--- config.mk ---
export PLATFORM = sky130hd
export DESIGN_NAME = ppac_ctrl
export DESIGN_NICKNAME = d
export VERILOG_FILES = /design/src/common/ppac_pkg.sv /design/src/hw/ppac_ctrl.sv
export SDC_FILE = /design/constraint.sdc
export NUM_CORES = 1
export LEC_CHECK = 0
export BUFFER_PORTS_ARGS = -buffer_cell sky130_fd_sc_hd__buf_2
export CAP_MARGIN = 40
export CORE_ASPECT_RATIO = 2
export CORE_MARGIN = 2
export CORE_UTILIZATION = 33
export DETAILED_ROUTE_END_ITERATION = 16
export REMOVE_ABC_BUFFERS = 1
export SETUP_SLACK_MARGIN = 0.1
export SYNTH_ARGS = -nofsm -noshare
export SYNTH_HDL_FRONTEND = slang
export SYNTH_SLANG_ARGS = --single-unit
--- constraint.sdc ---
create_clock -name ref_clk -period 3.6 [get_ports ref_clk]
set_input_delay 0.72 -clock ref_clk [delete_from_list [all_inputs] [get_ports ref_clk]]
set_output_delay 0.72 -clock ref_clk [all_outputs]
set_load 0.005 [all_outputs]
--- src/common/ppac_pkg.sv ---
// Purpose: constants and types for the pwm prescale, alignment and concatenation control block
// Assumes: 8-bit registers on a plain address/strobe port
// Notes: register offsets are local choices
package ppac_pkg;
	localparam int ADDR_W = 4;
	localparam int DATA_W = 8;
	localparam int NUM_CH = 8;
	localparam int PRE_W = 7;
	localparam logic [ADDR_W-1:0] OFS_PRESCALE = 4'h0;
	localparam logic [ADDR_W-1:0] OFS_CENTER = 4'h1;
	localparam logic [ADDR_W-1:0] OFS_CONTROL = 4'h2;
	localparam logic [ADDR_W-1:0] OFS_SCALE_A = 4'h3;
	localparam logic [ADDR_W-1:0] OFS_SCALE_B = 4'h4;
	localparam logic [DATA_W-1:0] RST_REG = 8'h00;
	localparam logic [DATA_W-1:0] PRESCALE_MASK = 8'h77;
	localparam logic [DATA_W-1:0] CONTROL_MASK = 8'hfc;
	localparam int CLOCK_A_PRESCALE_SEL_LSB = 0;
	localparam int CLOCK_B_PRESCALE_SEL_LSB = 4;
	localparam int SEL_W = 3;
	localparam int CTL_JOIN_HIGH = 7;
	localparam int CTL_JOIN_UMID = 6;
	localparam int CTL_JOIN_LMID = 5;
	localparam int CTL_JOIN_LOW = 4;
	localparam int CTL_DOZE = 3;
	localparam int CTL_DEBUG = 2;
	localparam logic [DATA_W-1:0] SCALE_ONE = 8'h01;

	typedef struct packed {
		logic [ADDR_W-1:0] addr;
		logic [DATA_W-1:0] wdata;
		logic wr;
		logic rd;
	} ppac_bus_s;

	typedef struct packed {
		logic clk_a_en;
		logic clk_b_en;
		logic scaled_a_en;
		logic scaled_b_en;
	} ppac_tick_s;
endpackage : ppac_pkg

--- src/hw/ppac_ctrl.sv ---
// Purpose: prescaler, scaled clocks, alignment and concatenation control for an eight-channel pwm
// Assumes: all inputs synchronous to ref_clk; rst synchronous active high
// Notes: clocks are delivered as one-cycle enable pulses on ref_clk
// Contract
// - clock b tick is bus clock divided by two to the field in bits 6..4
// - clock a tick is bus clock divided by two to the field in bits 2..0
// - prescale changes may glitch one pulse; no guard needed
// - alignment bit n picks left (0) or center (1) for channel n
// - when a pair joins, the even channel alignment bit is ignored
// - control bit 7 joins channels 6 and 7; output only on pin 7
// - control bit 6 joins channels 4 and 5; pin 4 disabled
// - control bit 5 joins channels 2 and 3; pin 2 disabled
// - control bit 4 joins channels 0 and 1; pin 0 disabled
// - control bit 3 stops prescaler input while in doze mode
// - control bit 2 stops prescaler input while breakpoint is asserted
// - channel select bit picks unscaled (0) or scaled clock of its group
// - scaled clock is clock divided by twice scale value, zero means 256; write reloads
//
// The strobed register port and the register addresses are this design's own decisions.
`timescale 1ns/100ps
module ppac_ctrl (
	input wire logic ref_clk, // bus clock, 50 MHz
	input wire logic rst, // synchronous reset, active high
	input wire logic clk_en, // freezes all state while low
	input wire ppac_pkg::ppac_bus_s bus, // register port request
	output logic [ppac_pkg::DATA_W-1:0] rdata, // read data, cycle after read strobe
	input wire logic doze_mode, // core in doze mode
	input wire logic breakpoint_signal, // core in debug mode
	input wire logic [ppac_pkg::NUM_CH-1:0] channel_clock_select, // per-channel scaled select
	input wire logic [ppac_pkg::NUM_CH-1:0] channel_out_raw, // per-channel waveform from counters
	output ppac_pkg::ppac_tick_s ticks, // group clock enables
	output logic [ppac_pkg::NUM_CH-1:0] channel_tick, // clock enable per channel
	output logic [ppac_pkg::NUM_CH-1:0] center_align_bit, // effective alignment per channel
	output logic [ppac_pkg::NUM_CH/2-1:0] join_pair, // concatenation flags, pair 0..3
	output logic [ppac_pkg::NUM_CH-1:0] channel_output_pin // pin values after concatenation
);
	logic [ppac_pkg::DATA_W-1:0] prescale_r, prescale_nxt;
	logic [ppac_pkg::DATA_W-1:0] center_r, center_nxt;
	logic [ppac_pkg::DATA_W-1:0] control_r, control_nxt;
	logic [ppac_pkg::DATA_W-1:0] scale_a_value_r, scale_a_value_nxt;
	logic [ppac_pkg::DATA_W-1:0] scale_b_value_r, scale_b_value_nxt;
	logic [ppac_pkg::DATA_W-1:0] rdata_r, rdata_nxt;
	logic [ppac_pkg::PRE_W-1:0] pre_cnt_r, pre_cnt_nxt;
	logic [ppac_pkg::DATA_W-1:0] sa_cnt_r, sa_cnt_nxt;
	logic [ppac_pkg::DATA_W-1:0] sb_cnt_r, sb_cnt_nxt;
	logic sa_half_r, sa_half_nxt;
	logic sb_half_r, sb_half_nxt;
	logic [ppac_pkg::SEL_W-1:0] clock_a_prescale_sel;
	logic [ppac_pkg::SEL_W-1:0] clock_b_prescale_sel;
	logic pre_run;
	logic tick_a, tick_b, scaled_clock_a, scaled_clock_b;
	logic wr_sa, wr_sb;
	logic [ppac_pkg::PRE_W:0] pre_ext;

	assign clock_a_prescale_sel = prescale_r[ppac_pkg::CLOCK_A_PRESCALE_SEL_LSB +: ppac_pkg::SEL_W];
	assign clock_b_prescale_sel = prescale_r[ppac_pkg::CLOCK_B_PRESCALE_SEL_LSB +: ppac_pkg::SEL_W];
	assign join_pair = {control_r[ppac_pkg::CTL_JOIN_HIGH], control_r[ppac_pkg::CTL_JOIN_UMID],
		control_r[ppac_pkg::CTL_JOIN_LMID], control_r[ppac_pkg::CTL_JOIN_LOW]};
	assign wr_sa = bus.wr && bus.addr == ppac_pkg::OFS_SCALE_A;
	assign wr_sb = bus.wr && bus.addr == ppac_pkg::OFS_SCALE_B;

	// register file
	always_comb begin
		prescale_nxt = prescale_r;
		center_nxt = center_r;
		control_nxt = control_r;
		scale_a_value_nxt = scale_a_value_r;
		scale_b_value_nxt = scale_b_value_r;
		rdata_nxt = ppac_pkg::RST_REG;
		if (bus.wr) begin
			unique case (bus.addr)
				ppac_pkg::OFS_PRESCALE: prescale_nxt = bus.wdata & ppac_pkg::PRESCALE_MASK;
				ppac_pkg::OFS_CENTER: center_nxt = bus.wdata;
				ppac_pkg::OFS_CONTROL: control_nxt = bus.wdata & ppac_pkg::CONTROL_MASK;
				ppac_pkg::OFS_SCALE_A: scale_a_value_nxt = bus.wdata;
				ppac_pkg::OFS_SCALE_B: scale_b_value_nxt = bus.wdata;
				default: ;
			endcase
		end
		if (bus.rd) begin
			unique case (bus.addr)
				ppac_pkg::OFS_PRESCALE: rdata_nxt = prescale_r;
				ppac_pkg::OFS_CENTER: rdata_nxt = center_r;
				ppac_pkg::OFS_CONTROL: rdata_nxt = control_r;
				ppac_pkg::OFS_SCALE_A: rdata_nxt = scale_a_value_r;
				ppac_pkg::OFS_SCALE_B: rdata_nxt = scale_b_value_r;
				default: rdata_nxt = ppac_pkg::RST_REG;
			endcase
		end
	end

	always_ff @(posedge ref_clk) begin
		if (rst) begin
			prescale_r <= ppac_pkg::RST_REG;
			center_r <= ppac_pkg::RST_REG;
			control_r <= ppac_pkg::RST_REG;
			scale_a_value_r <= ppac_pkg::RST_REG;
			scale_b_value_r <= ppac_pkg::RST_REG;
			rdata_r <= ppac_pkg::RST_REG;
		end else if (clk_en) begin
			prescale_r <= prescale_nxt;
			center_r <= center_nxt;
			control_r <= control_nxt;
			scale_a_value_r <= scale_a_value_nxt;
			scale_b_value_r <= scale_b_value_nxt;
			rdata_r <= rdata_nxt;
		end
	end
	assign rdata = rdata_r;

	// prescaler input gating
	assign pre_run = !(control_r[ppac_pkg::CTL_DOZE] && doze_mode)
		&& !(control_r[ppac_pkg::CTL_DEBUG] && breakpoint_signal);

	// free-running counter; tick when the low sel bits are all ones, the cycle before they wrap to zero
	always_comb begin
		pre_cnt_nxt = pre_cnt_r;
		if (pre_run) begin
			pre_cnt_nxt = pre_cnt_r + 1'b1;
		end
	end
	assign pre_ext = {1'b0, pre_cnt_r};

	function automatic logic pre_tick(input logic [ppac_pkg::PRE_W:0] cnt, input logic [ppac_pkg::SEL_W-1:0] sel);
		logic [ppac_pkg::PRE_W:0] mask;
		mask = (({{ppac_pkg::PRE_W{1'b0}}, 1'b1}) << sel) - 1'b1;
		pre_tick = (cnt & mask) == mask;
	endfunction : pre_tick

	// selection change may cut one period short, accepted
	assign tick_a = pre_run && pre_tick(pre_ext, clock_a_prescale_sel);
	assign tick_b = pre_run && pre_tick(pre_ext, clock_b_prescale_sel);

	// scaled clocks: count scale ticks, toggle half, pulse every second wrap
	always_comb begin
		sa_cnt_nxt = sa_cnt_r;
		sa_half_nxt = sa_half_r;
		sb_cnt_nxt = sb_cnt_r;
		sb_half_nxt = sb_half_r;
		if (wr_sa) begin
			sa_cnt_nxt = bus.wdata;
			sa_half_nxt = 1'b0;
		end else if (tick_a) begin
			if (sa_cnt_r == ppac_pkg::SCALE_ONE) begin
				sa_cnt_nxt = scale_a_value_r;
				sa_half_nxt = !sa_half_r;
			end else begin
				sa_cnt_nxt = sa_cnt_r - 1'b1; // zero wraps to 255, giving 256
			end
		end
		if (wr_sb) begin
			sb_cnt_nxt = bus.wdata;
			sb_half_nxt = 1'b0;
		end else if (tick_b) begin
			if (sb_cnt_r == ppac_pkg::SCALE_ONE) begin
				sb_cnt_nxt = scale_b_value_r;
				sb_half_nxt = !sb_half_r;
			end else begin
				sb_cnt_nxt = sb_cnt_r - 1'b1;
			end
		end
	end
	assign scaled_clock_a = !wr_sa && tick_a && sa_cnt_r == ppac_pkg::SCALE_ONE && sa_half_r;
	assign scaled_clock_b = !wr_sb && tick_b && sb_cnt_r == ppac_pkg::SCALE_ONE && sb_half_r;

	always_ff @(posedge ref_clk) begin
		if (rst) begin
			pre_cnt_r <= '0;
			sa_cnt_r <= ppac_pkg::RST_REG;
			sb_cnt_r <= ppac_pkg::RST_REG;
			sa_half_r <= 1'b0;
			sb_half_r <= 1'b0;
		end else if (clk_en) begin
			pre_cnt_r <= pre_cnt_nxt;
			sa_cnt_r <= sa_cnt_nxt;
			sb_cnt_r <= sb_cnt_nxt;
			sa_half_r <= sa_half_nxt;
			sb_half_r <= sb_half_nxt;
		end
	end

	assign ticks = '{clk_a_en: tick_a && clk_en, clk_b_en: tick_b && clk_en,
		scaled_a_en: scaled_clock_a && clk_en, scaled_b_en: scaled_clock_b && clk_en};

	// per-channel clock choice and pin routing
	generate
		for (genvar n = 0; n < ppac_pkg::NUM_CH; n++) begin : g_ch
			localparam bit GRP_B = ((n / 2) % 2) == 1;
			localparam bit EVEN = (n % 2) == 0;
			logic joined;
			logic sel_eff;
			assign joined = join_pair[n/2];
			if (GRP_B) begin : g_b
				assign channel_tick[n] = sel_eff ? ticks.scaled_b_en : ticks.clk_b_en;
			end else begin : g_a
				assign channel_tick[n] = sel_eff ? ticks.scaled_a_en : ticks.clk_a_en;
			end
			if (EVEN) begin : g_even
				// a joined pair counts on the odd channel's clock choice
				assign sel_eff = joined ? channel_clock_select[n+1] : channel_clock_select[n];
				assign center_align_bit[n] = joined ? 1'b0 : center_r[n];
				assign channel_output_pin[n] = joined ? 1'b0 : channel_out_raw[n];
			end else begin : g_odd
				assign sel_eff = channel_clock_select[n];
				assign center_align_bit[n] = center_r[n];
				assign channel_output_pin[n] = channel_out_raw[n];
			end
		end
	endgenerate

	// pin routing and alignment under concatenation
	AST_JOIN_PIN0_OFF: assert property (@(posedge ref_clk) disable iff (rst)
		join_pair[0] |-> !channel_output_pin[0]) else $error("pin 0 driven while pair joined");
	AST_JOIN_PIN2_OFF: assert property (@(posedge ref_clk) disable iff (rst)
		join_pair[1] |-> !channel_output_pin[2]) else $error("pin 2 driven while pair joined");
	AST_JOIN_PIN4_OFF: assert property (@(posedge ref_clk) disable iff (rst)
		join_pair[2] |-> !channel_output_pin[4]) else $error("pin 4 driven while pair joined");
	AST_JOIN_PIN7_PASS: assert property (@(posedge ref_clk) disable iff (rst)
		channel_output_pin[7] == channel_out_raw[7] && (!join_pair[3] || !channel_output_pin[6]))
		else $error("pin 6/7 routing wrong");
	AST_ODD_PIN1_PASS: assert property (@(posedge ref_clk) disable iff (rst)
		channel_output_pin[1] == channel_out_raw[1])
		else $error("pin 1 not driven by its channel");
	AST_ODD_PIN3_PASS: assert property (@(posedge ref_clk) disable iff (rst)
		channel_output_pin[3] == channel_out_raw[3])
		else $error("pin 3 not driven by its channel");
	AST_ODD_PIN5_PASS: assert property (@(posedge ref_clk) disable iff (rst)
		channel_output_pin[5] == channel_out_raw[5])
		else $error("pin 5 not driven by its channel");
	AST_EVEN_ALIGN_IGNORED: assert property (@(posedge ref_clk) disable iff (rst)
		join_pair[0] |-> !center_align_bit[0]) else $error("even alignment not ignored");
	AST_EVEN_ALIGN2_IGNORED: assert property (@(posedge ref_clk) disable iff (rst)
		join_pair[1] |-> !center_align_bit[2])
		else $error("channel 2 alignment not ignored");
	AST_EVEN_ALIGN4_IGNORED: assert property (@(posedge ref_clk) disable iff (rst)
		join_pair[2] |-> !center_align_bit[4])
		else $error("channel 4 alignment not ignored");
	AST_EVEN_ALIGN6_IGNORED: assert property (@(posedge ref_clk) disable iff (rst)
		join_pair[3] |-> !center_align_bit[6])
		else $error("channel 6 alignment not ignored");
	AST_ALIGN_FOLLOWS_REG: assert property (@(posedge ref_clk) disable iff (rst)
		bus.wr && clk_en && bus.addr == ppac_pkg::OFS_CENTER |=> center_align_bit[1] == $past(bus.wdata[1]))
		else $error("alignment bit not updated");

	// clock choice per channel
	AST_JOIN_TICK0_ODD: assert property (@(posedge ref_clk) disable iff (rst)
		join_pair[0] |-> channel_tick[0] == channel_tick[1])
		else $error("channel 0 clock not following channel 1");
	AST_JOIN_TICK2_ODD: assert property (@(posedge ref_clk) disable iff (rst)
		join_pair[1] |-> channel_tick[2] == channel_tick[3])
		else $error("channel 2 clock not following channel 3");
	AST_JOIN_TICK4_ODD: assert property (@(posedge ref_clk) disable iff (rst)
		join_pair[2] |-> channel_tick[4] == channel_tick[5])
		else $error("channel 4 clock not following channel 5");
	AST_JOIN_TICK6_ODD: assert property (@(posedge ref_clk) disable iff (rst)
		join_pair[3] |-> channel_tick[6] == channel_tick[7])
		else $error("channel 6 clock not following channel 7");
	AST_SEL_UNSCALED_A: assert property (@(posedge ref_clk) disable iff (rst)
		!channel_clock_select[1] |-> channel_tick[1] == ticks.clk_a_en)
		else $error("channel 1 not on clock a");
	AST_SEL_SCALED_A: assert property (@(posedge ref_clk) disable iff (rst)
		channel_clock_select[5] |-> channel_tick[5] == ticks.scaled_a_en)
		else $error("channel 5 not on scaled clock a");
	AST_SEL_SCALED_B: assert property (@(posedge ref_clk) disable iff (rst)
		channel_clock_select[3] |-> channel_tick[3] == ticks.scaled_b_en)
		else $error("channel 3 not on scaled clock b");
	AST_SEL_UNSCALED_B: assert property (@(posedge ref_clk) disable iff (rst)
		!join_pair[3] && !channel_clock_select[6] |-> channel_tick[6] == ticks.clk_b_en)
		else $error("channel 6 not on clock b");

	// prescaler gating and rates
	AST_DOZE_STOP: assert property (@(posedge ref_clk) disable iff (rst)
		control_r[ppac_pkg::CTL_DOZE] && doze_mode |-> !tick_a && !tick_b) else $error("tick during doze");
	AST_DEBUG_STOP: assert property (@(posedge ref_clk) disable iff (rst)
		control_r[ppac_pkg::CTL_DEBUG] && breakpoint_signal && clk_en |=> $stable(pre_cnt_r))
		else $error("prescaler ran in debug");
	AST_NO_STOP_RUNS: assert property (@(posedge ref_clk) disable iff (rst)
		!control_r[ppac_pkg::CTL_DOZE] && !control_r[ppac_pkg::CTL_DEBUG]
		&& clock_b_prescale_sel == 3'h0 |-> tick_b)
		else $error("prescaler stopped with both stop bits clear");
	AST_DIV1_EVERY: assert property (@(posedge ref_clk) disable iff (rst)
		clock_a_prescale_sel == 3'h0 && pre_run |-> tick_a) else $error("div 1 missing tick");
	AST_DIV2_SPACING: assert property (@(posedge ref_clk) disable iff (rst)
		clock_b_prescale_sel == 3'h1 && tick_b && clk_en && pre_run ##1 pre_run && clk_en
		&& $stable(prescale_r) |-> !tick_b) else $error("div 2 ticked twice in a row");
	AST_DIV4_PHASE: assert property (@(posedge ref_clk) disable iff (rst)
		clock_b_prescale_sel == 3'h2 && tick_b |-> pre_cnt_r[1:0] == 2'h3)
		else $error("div 4 tick off phase");
	AST_DIV128_PHASE: assert property (@(posedge ref_clk) disable iff (rst)
		clock_a_prescale_sel == 3'h7 && tick_a |-> pre_cnt_r == 7'h7f)
		else $error("div 128 tick off phase");
	AST_RESERVED_ZERO: assert property (@(posedge ref_clk) disable iff (rst)
		(prescale_r & ~ppac_pkg::PRESCALE_MASK) == 8'h00 && (control_r & ~ppac_pkg::CONTROL_MASK) == 8'h00)
		else $error("reserved bits set");

	// scaled clocks
	AST_SCALE_RELOAD: assert property (@(posedge ref_clk) disable iff (rst)
		wr_sa && clk_en |=> sa_cnt_r == $past(bus.wdata) && !sa_half_r) else $error("scale reload missed");
	AST_SCALE_WRITE_QUIET: assert property (@(posedge ref_clk) disable iff (rst)
		wr_sa |-> !scaled_clock_a)
		else $error("scaled pulse in reload cycle");
	AST_SCALED_A_ON_TICK: assert property (@(posedge ref_clk) disable iff (rst)
		ticks.scaled_a_en |-> ticks.clk_a_en)
		else $error("scaled a pulse without clock a tick");
	AST_SCALED_B_ON_TICK: assert property (@(posedge ref_clk) disable iff (rst)
		ticks.scaled_b_en |-> ticks.clk_b_en)
		else $error("scaled b pulse without clock b tick");
endmodule : ppac_ctrl

Word-level counts from Yosys, hierarchy flattened
Index checks and enable logic that the tools add are counted.

Output and inout port bits: 40. Logic and storage cells: 100. Input bits: 35. Bits in registers: 69.

Reduce and logical (&&, ||, !) cells: 38. Eq/ne operators: 8. Add/sub/neg operators: 5. Shift-type cells: 2. Muxes and demuxes: 34. Bitwise logic cells: 2.

Operators with widths (count): two-way mux 8 bit (7); case mux 8 bit (5 select lines) (1); subtractor 8 x 1 -> 8 bit, second input constant (4); two-way mux 1 bit (26); AND reduction 3 bit (7); logical AND 1 bit (17); AND 7 x 8 -> 8 bit (2); == test 8 x 1 -> 1 bit, second input constant (2); == test 8 bit (2); left shift 1 x 3 -> 8 bit, first input constant (2); == test 4 x 2 -> 1 bit, second input constant (2); nonzero test 2 bit (4); adder 7 x 1 -> 7 bit, second input constant (1); zero test 1 bit (6); AND reduction 2 bit (3); == test 4 x 1 -> 1 bit, second input constant (1); == test 4 x 3 -> 1 bit, second input constant (1); zero test 4 bit (1).

Depth between registers and ports, before layout
Word-level depth: 10. Gate-level depth with buffers: 11. Gate-level depth less buffers: 10.

Worst setup path after synthesis
OpenSTA, ideal clock, no wires.

Path type: flip-flop to output port. Start: register prescale_r[0] (netlist name). End: output port ticks[1] (netlist name). Arrival: 2143 ps. Required time: 2880 ps. Setup slack: 737 ps. Cell stages (with the launch flop): 10. Buffers on the path: 2. Path through: dfxtp_1 buf_2 or3_4 ha_1 nor3_1 a21o_1 a21oi_1 o211ai_1 clkbuf_1 nor2_1.

RTL lines: from (decl) (line ppac_ctrl.sv:37) `logic [ppac_pkg::DATA_W-1:0] prescale_r, prescale_nxt;`; from (signal assigned) (line ppac_ctrl.sv:94) `prescale_r <= ppac_pkg::RST_REG;`; from (signal assigned) (line ppac_ctrl.sv:101) `prescale_r <= prescale_nxt;`; to (decl) (line ppac_ctrl.sv:31) `output ppac_pkg::ppac_tick_s ticks,`.

Worst setup path in the final report
Start: register prescale_r[1] (netlist name). End: output port channel_tick[0] (netlist name).

Cells in the longest elaborated chain, start to end: 10. Elaborated cells on any way between the ends: 11.

RTL lines: left shift 1 x 3 -> 8 bit * (line ppac_ctrl.sv:126) `mask = (({{ppac_pkg::PRE_W{1'b0}}, 1'b1}) << sel) - 1'b1;`; subtractor 8 x 1 -> 8 bit * (line ppac_ctrl.sv:126); AND 7 x 8 -> 8 bit (line ppac_ctrl.sv:127) `pre_tick = (cnt & mask) == mask;`; == test 8 bit * (line ppac_ctrl.sv:127); logical AND 1 bit * (line ppac_ctrl.sv:131) `assign tick_a = pre_run && pre_tick(pre_ext, clock_a_prescale_sel);`; logical AND 1 bit (3 in a row) (line ppac_ctrl.sv:163) `assign scaled_clock_a = !wr_sa && tick_a && sa_cnt_r == ppac_pkg::SCALE_ONE && sa_half_r;`; logical AND 1 bit (line ppac_ctrl.sv:183) `scaled_a_en: scaled_clock_a && clk_en, scaled_b_en: scaled_clock_b && clk_en};`; two-way mux 1 bit * (line ppac_ctrl.sv:196) `assign channel_tick[n] = sel_eff ? ticks.scaled_a_en : ticks.clk_a_en;`; to (decl) (line ppac_ctrl.sv:32) `output logic [ppac_pkg::NUM_CH-1:0] channel_tick,`.

Mark *: on every way between the ends. The rest lies on a longest branch, timed or not.

==> reports/metrics.yaml <==
ys_ff_latch: 69
r2r-start: "prescale_r[1]$_SDFFE_PP0P_"
synthCells: 475
syn_avg_cell_area_sq_um: 7.97
tns_ns: 0
drc: 0
rsz0062_at_grt: "false"
critical_path_class: "flop to output pin"
worstSetupStartpointType: "flop"
slowest_stage: "dfxtp_1"
path_cells: "or3_4 -> ha_1 -> nor2_1 -> a2111oi_1 -> o211ai_1 -> buf_4 -> a21oi_1 -> buf_2"
row_count: 55
grt.busiest_layer: "met2"
critPathArrivalTime_ns: 2.57
initial_core_util_pct: 33.6
synth_cell_types: 53
skew_ns: 0.00536
ant_nets: 0
irDropWorstVdd_mv: 0.235
core-area_sq_um: 11300
hold-path-cell-count: 2
cts_tree: "built"
critical_path_required_ns: 2.88
antenna_found_initial: 0
grt-ovfl-total: 0
cts_htree_levels: 3
cts_resized: 0
insertion_delay_ns: 0.34
post_cts_buffers: 0
area_growth_syn_to_layout_pct: 19.0
hpwlAfterDp_microns: 9210
yosys.area.top_type: "dfxtp_1"
io_buffers: 66
n_antenna_cell: 0
min-delay-start: "scale_a_value_r[4]$_SDFFE_PP0P_"
path_clk_slew_ns: 0.06
place.gp.congestion: 0.863
vias_per_cell: 5.60
crit_family: "compound AO/OA/AOI/OAI gates"
post-route-min-period_ns: 3.29
switching_share_pct: 26.6
synthArstFlopShare_pct: 0
ys_warn_count: 0
hold_buffers: 0
status: "finished, final reports clean"
timing.fmax_mhz: 304
drt_iter0_markers: 366
grtUsageMet2_pct: 36.1
r2r_cells: 8
internal-power_mw: 1.56
ys.flop_type: "dfxtp_1"
hold_class: "flop to flop"
fin_crit_sh_pct: 91.4
pin_count: 75
rrSetupSlack_ns: 0.84
worstSetupEndpointType: "output pin"
cap_viol_max_count: 0
synth_area_leaders: "dfxtp_1 (36%), a21oi_1 (7.9%), nor2_1 (6.0%)"
drv_slew: 0
ys_seq_area_share_pct: 36.5
p_switching_mw: 0.565
synth_top_area_share_pct: 36.5
whs_ns: 0.486
setup_viol_count_final: 0
vias: 3758
drt-total-wl_microns: 12300
p_leak_nw: 1.72
first_pass_iters: 6
grt_pass1_wl_microns: 19000
powerDensity_nw_per_um2: 471
combinationalPowerShare_pct: 16.4
grt_pass1_vias: 3633
fp.dieArea_sq_um: 12400
cts_buffers: 9
met3_usage_pct: 4.29
crit_start: "prescale_r[1]$_SDFFE_PP0P_"
hold_viol: 0
cp_slowest_stage_delay_ns: 0.42
grt_max_degree: 40
netlist_area_sq_um: 3790
r2r-end: "sa_half_r$_SDFFE_PP0P_"
cts_max_path_buffers: 2
relSlewSlack_pct: 48.3
die_h_microns: 156
worstMarginPinSlew_ns: 0.776
clock_sinks: 69
cts_root_buffer: "clkbuf_16"
die_w_microns: 79.8
grt_usage_pct: 20.3
met1_usage_pct: 20.1
clockPowerShare_pct: 44.1
critPathBufInv: 2
fin_nets: 565
pwr-share-seq_pct: 39.5
post_drt_wl_per_cell_microns: 18.3
cp_max_fo: 17
min_to: "scale_a_value_r[4]$_SDFFE_PP0P_"
drive_gt1_share_pct: 20.8
synth_edf_count: 0
[cell families (layout without fill, tap and decap cells)]
kind of cell | count (synthesis) | in the layout | synth area share, %
AND/OR/NAND/NOR | 186 | 186 | 24.1
AO/OA/AOI/OAI | 122 | 122 | 20.7
flip-flops | 69 | 69 | 36.5
buffers and inverters | 53 | 107 | 6.67
multiplexers | 26 | 26 | 7.07
XOR/XNOR | 13 | 13 | 3.01
adder cells (fa/ha/maj) | 6 | 6 | 1.98
[placed cells by master (no fill, tap or decap), drive strengths merged, types with 4 or more instances in the layout]
| cell type | n |
|---|---|
| buf | 81 |
| o211ai | 7 |
| a22oi | 4 |
| ha | 6 |
| mux2i | 20 |
| o21ai | 11 |
| dfxtp | 69 |
| xor2 | 6 |
| nand2 | 49 |
| a21oi | 60 |
| nor3 | 16 |
| a222oi | 8 |
| a211oi | 8 |
| mux2 | 6 |
| nand3 | 16 |
| clkbuf | 9 |
| nor2b | 9 |
| inv | 10 |
| nor4b | 5 |
| or4 | 5 |
| xnor2 | 7 |
| and3 | 5 |
| a221oi | 8 |
| nor2 | 61 |
[tightest hold or removal path, delay by kind of cell, from the launching register on]
kind	cells	cell delay, ns
simple gates	1	0.06
flops	1	0.33
compound gates	1	0.05
[cells in the mapped netlist, drive strengths merged (2+ instances only)]
cell / instances
and2: 2
o21ai: 11
nor3b: 3
or2: 2
ha: 6
or3: 2
mux2i: 20
a311oi: 3
o211ai: 7
xnor2: 7
a21oi: 60
or4b: 2
nand3: 16
a211o: 2
inv: 10
nand2b: 2
nor4: 2
nand4: 2
a211oi: 8
mux2: 6
nand2: 49
nor2b: 9
clkbuf: 25
or4: 5
buf: 18
nor4b: 5
xor2: 6
dfxtp: 69
nor2: 61
nor3: 16
and3: 5
a222oi: 8
o21a: 2
a22oi: 4
a221oi: 8
[flip-flops by register name (all words and copies together) (netlist names)]
name / cells
control_r: 6
sa_cnt_r: 8
sa_half_r: 1
prescale_r: 6
sb_half_r: 1
rdata: 8
center_r: 8
scale_a_value_r: 8
pre_cnt_r: 7
sb_cnt_r: 8
scale_b_value_r: 8
[metal layers]
metal | up-vias | part of all wire, %
li1 | 1799 | -
met3 | 40 | 5.2
met4 | 0 | 6.4
met5 | - | 0
met2 | 156 | 53
met1 | 1763 | 35
[cell type report]
cell class	instances	area [sq um]
clock buffers	9	225
clock inverters	7	90.1
fillers	1165	6780
inverters	10	37.5
multi-input cells	353	2150
flip-flops and latches	69	1380
well taps	142	178
repair buffers	81	443
[power by group through the flow]
stage / Sequential (mW) / Combinational (mW) / Clock, mW
floorplan: 0.842 / 0.231 / 0
global placement: 0.852 / 0.338 / 0
detailed placement: 0.853 / 0.345 / 0
CTS: 0.837 / 0.349 / 0.963
global route: 0.843 / 0.392 / 0.987
finish: 0.839 / 0.349 / 0.937
[worst max-delay path by stage]
stage	end	slack, ns	depth (start not counted)
after detailed placement	channel_tick[0]	0.69	8
after floorplan	sb_half_r$_SDFFE_PP0P_	0.34	6
after global placement	channel_tick[5]	0.80	7
after global routing	channel_tick[0]	0.18	8
after CTS	channel_tick[0]	0.32	8
final	channel_tick[0]	0.31	8
[metrics by stage]
stage / power [mW] / std cells / setup slack, ns / util [%] / cell area (sq um)
2_1_floorplan: 1.07 / 432 / 0.338 / - / 3570
5_1_grt: 2.22 / 671 / 0.179 / 39.9 / 4510
3_3_place_gp: 1.19 / 655 / 0.803 / 37.2 / 4190
4_1_cts: 2.15 / 671 / 0.320 / 39.9 / 4510
3_5_place_dp: 1.20 / 655 / 0.688 / 37.2 / 4190
6_report: 2.12 / 671 / 0.311 / 39.9 / 4510
Power figures use the tool's default switching activity.
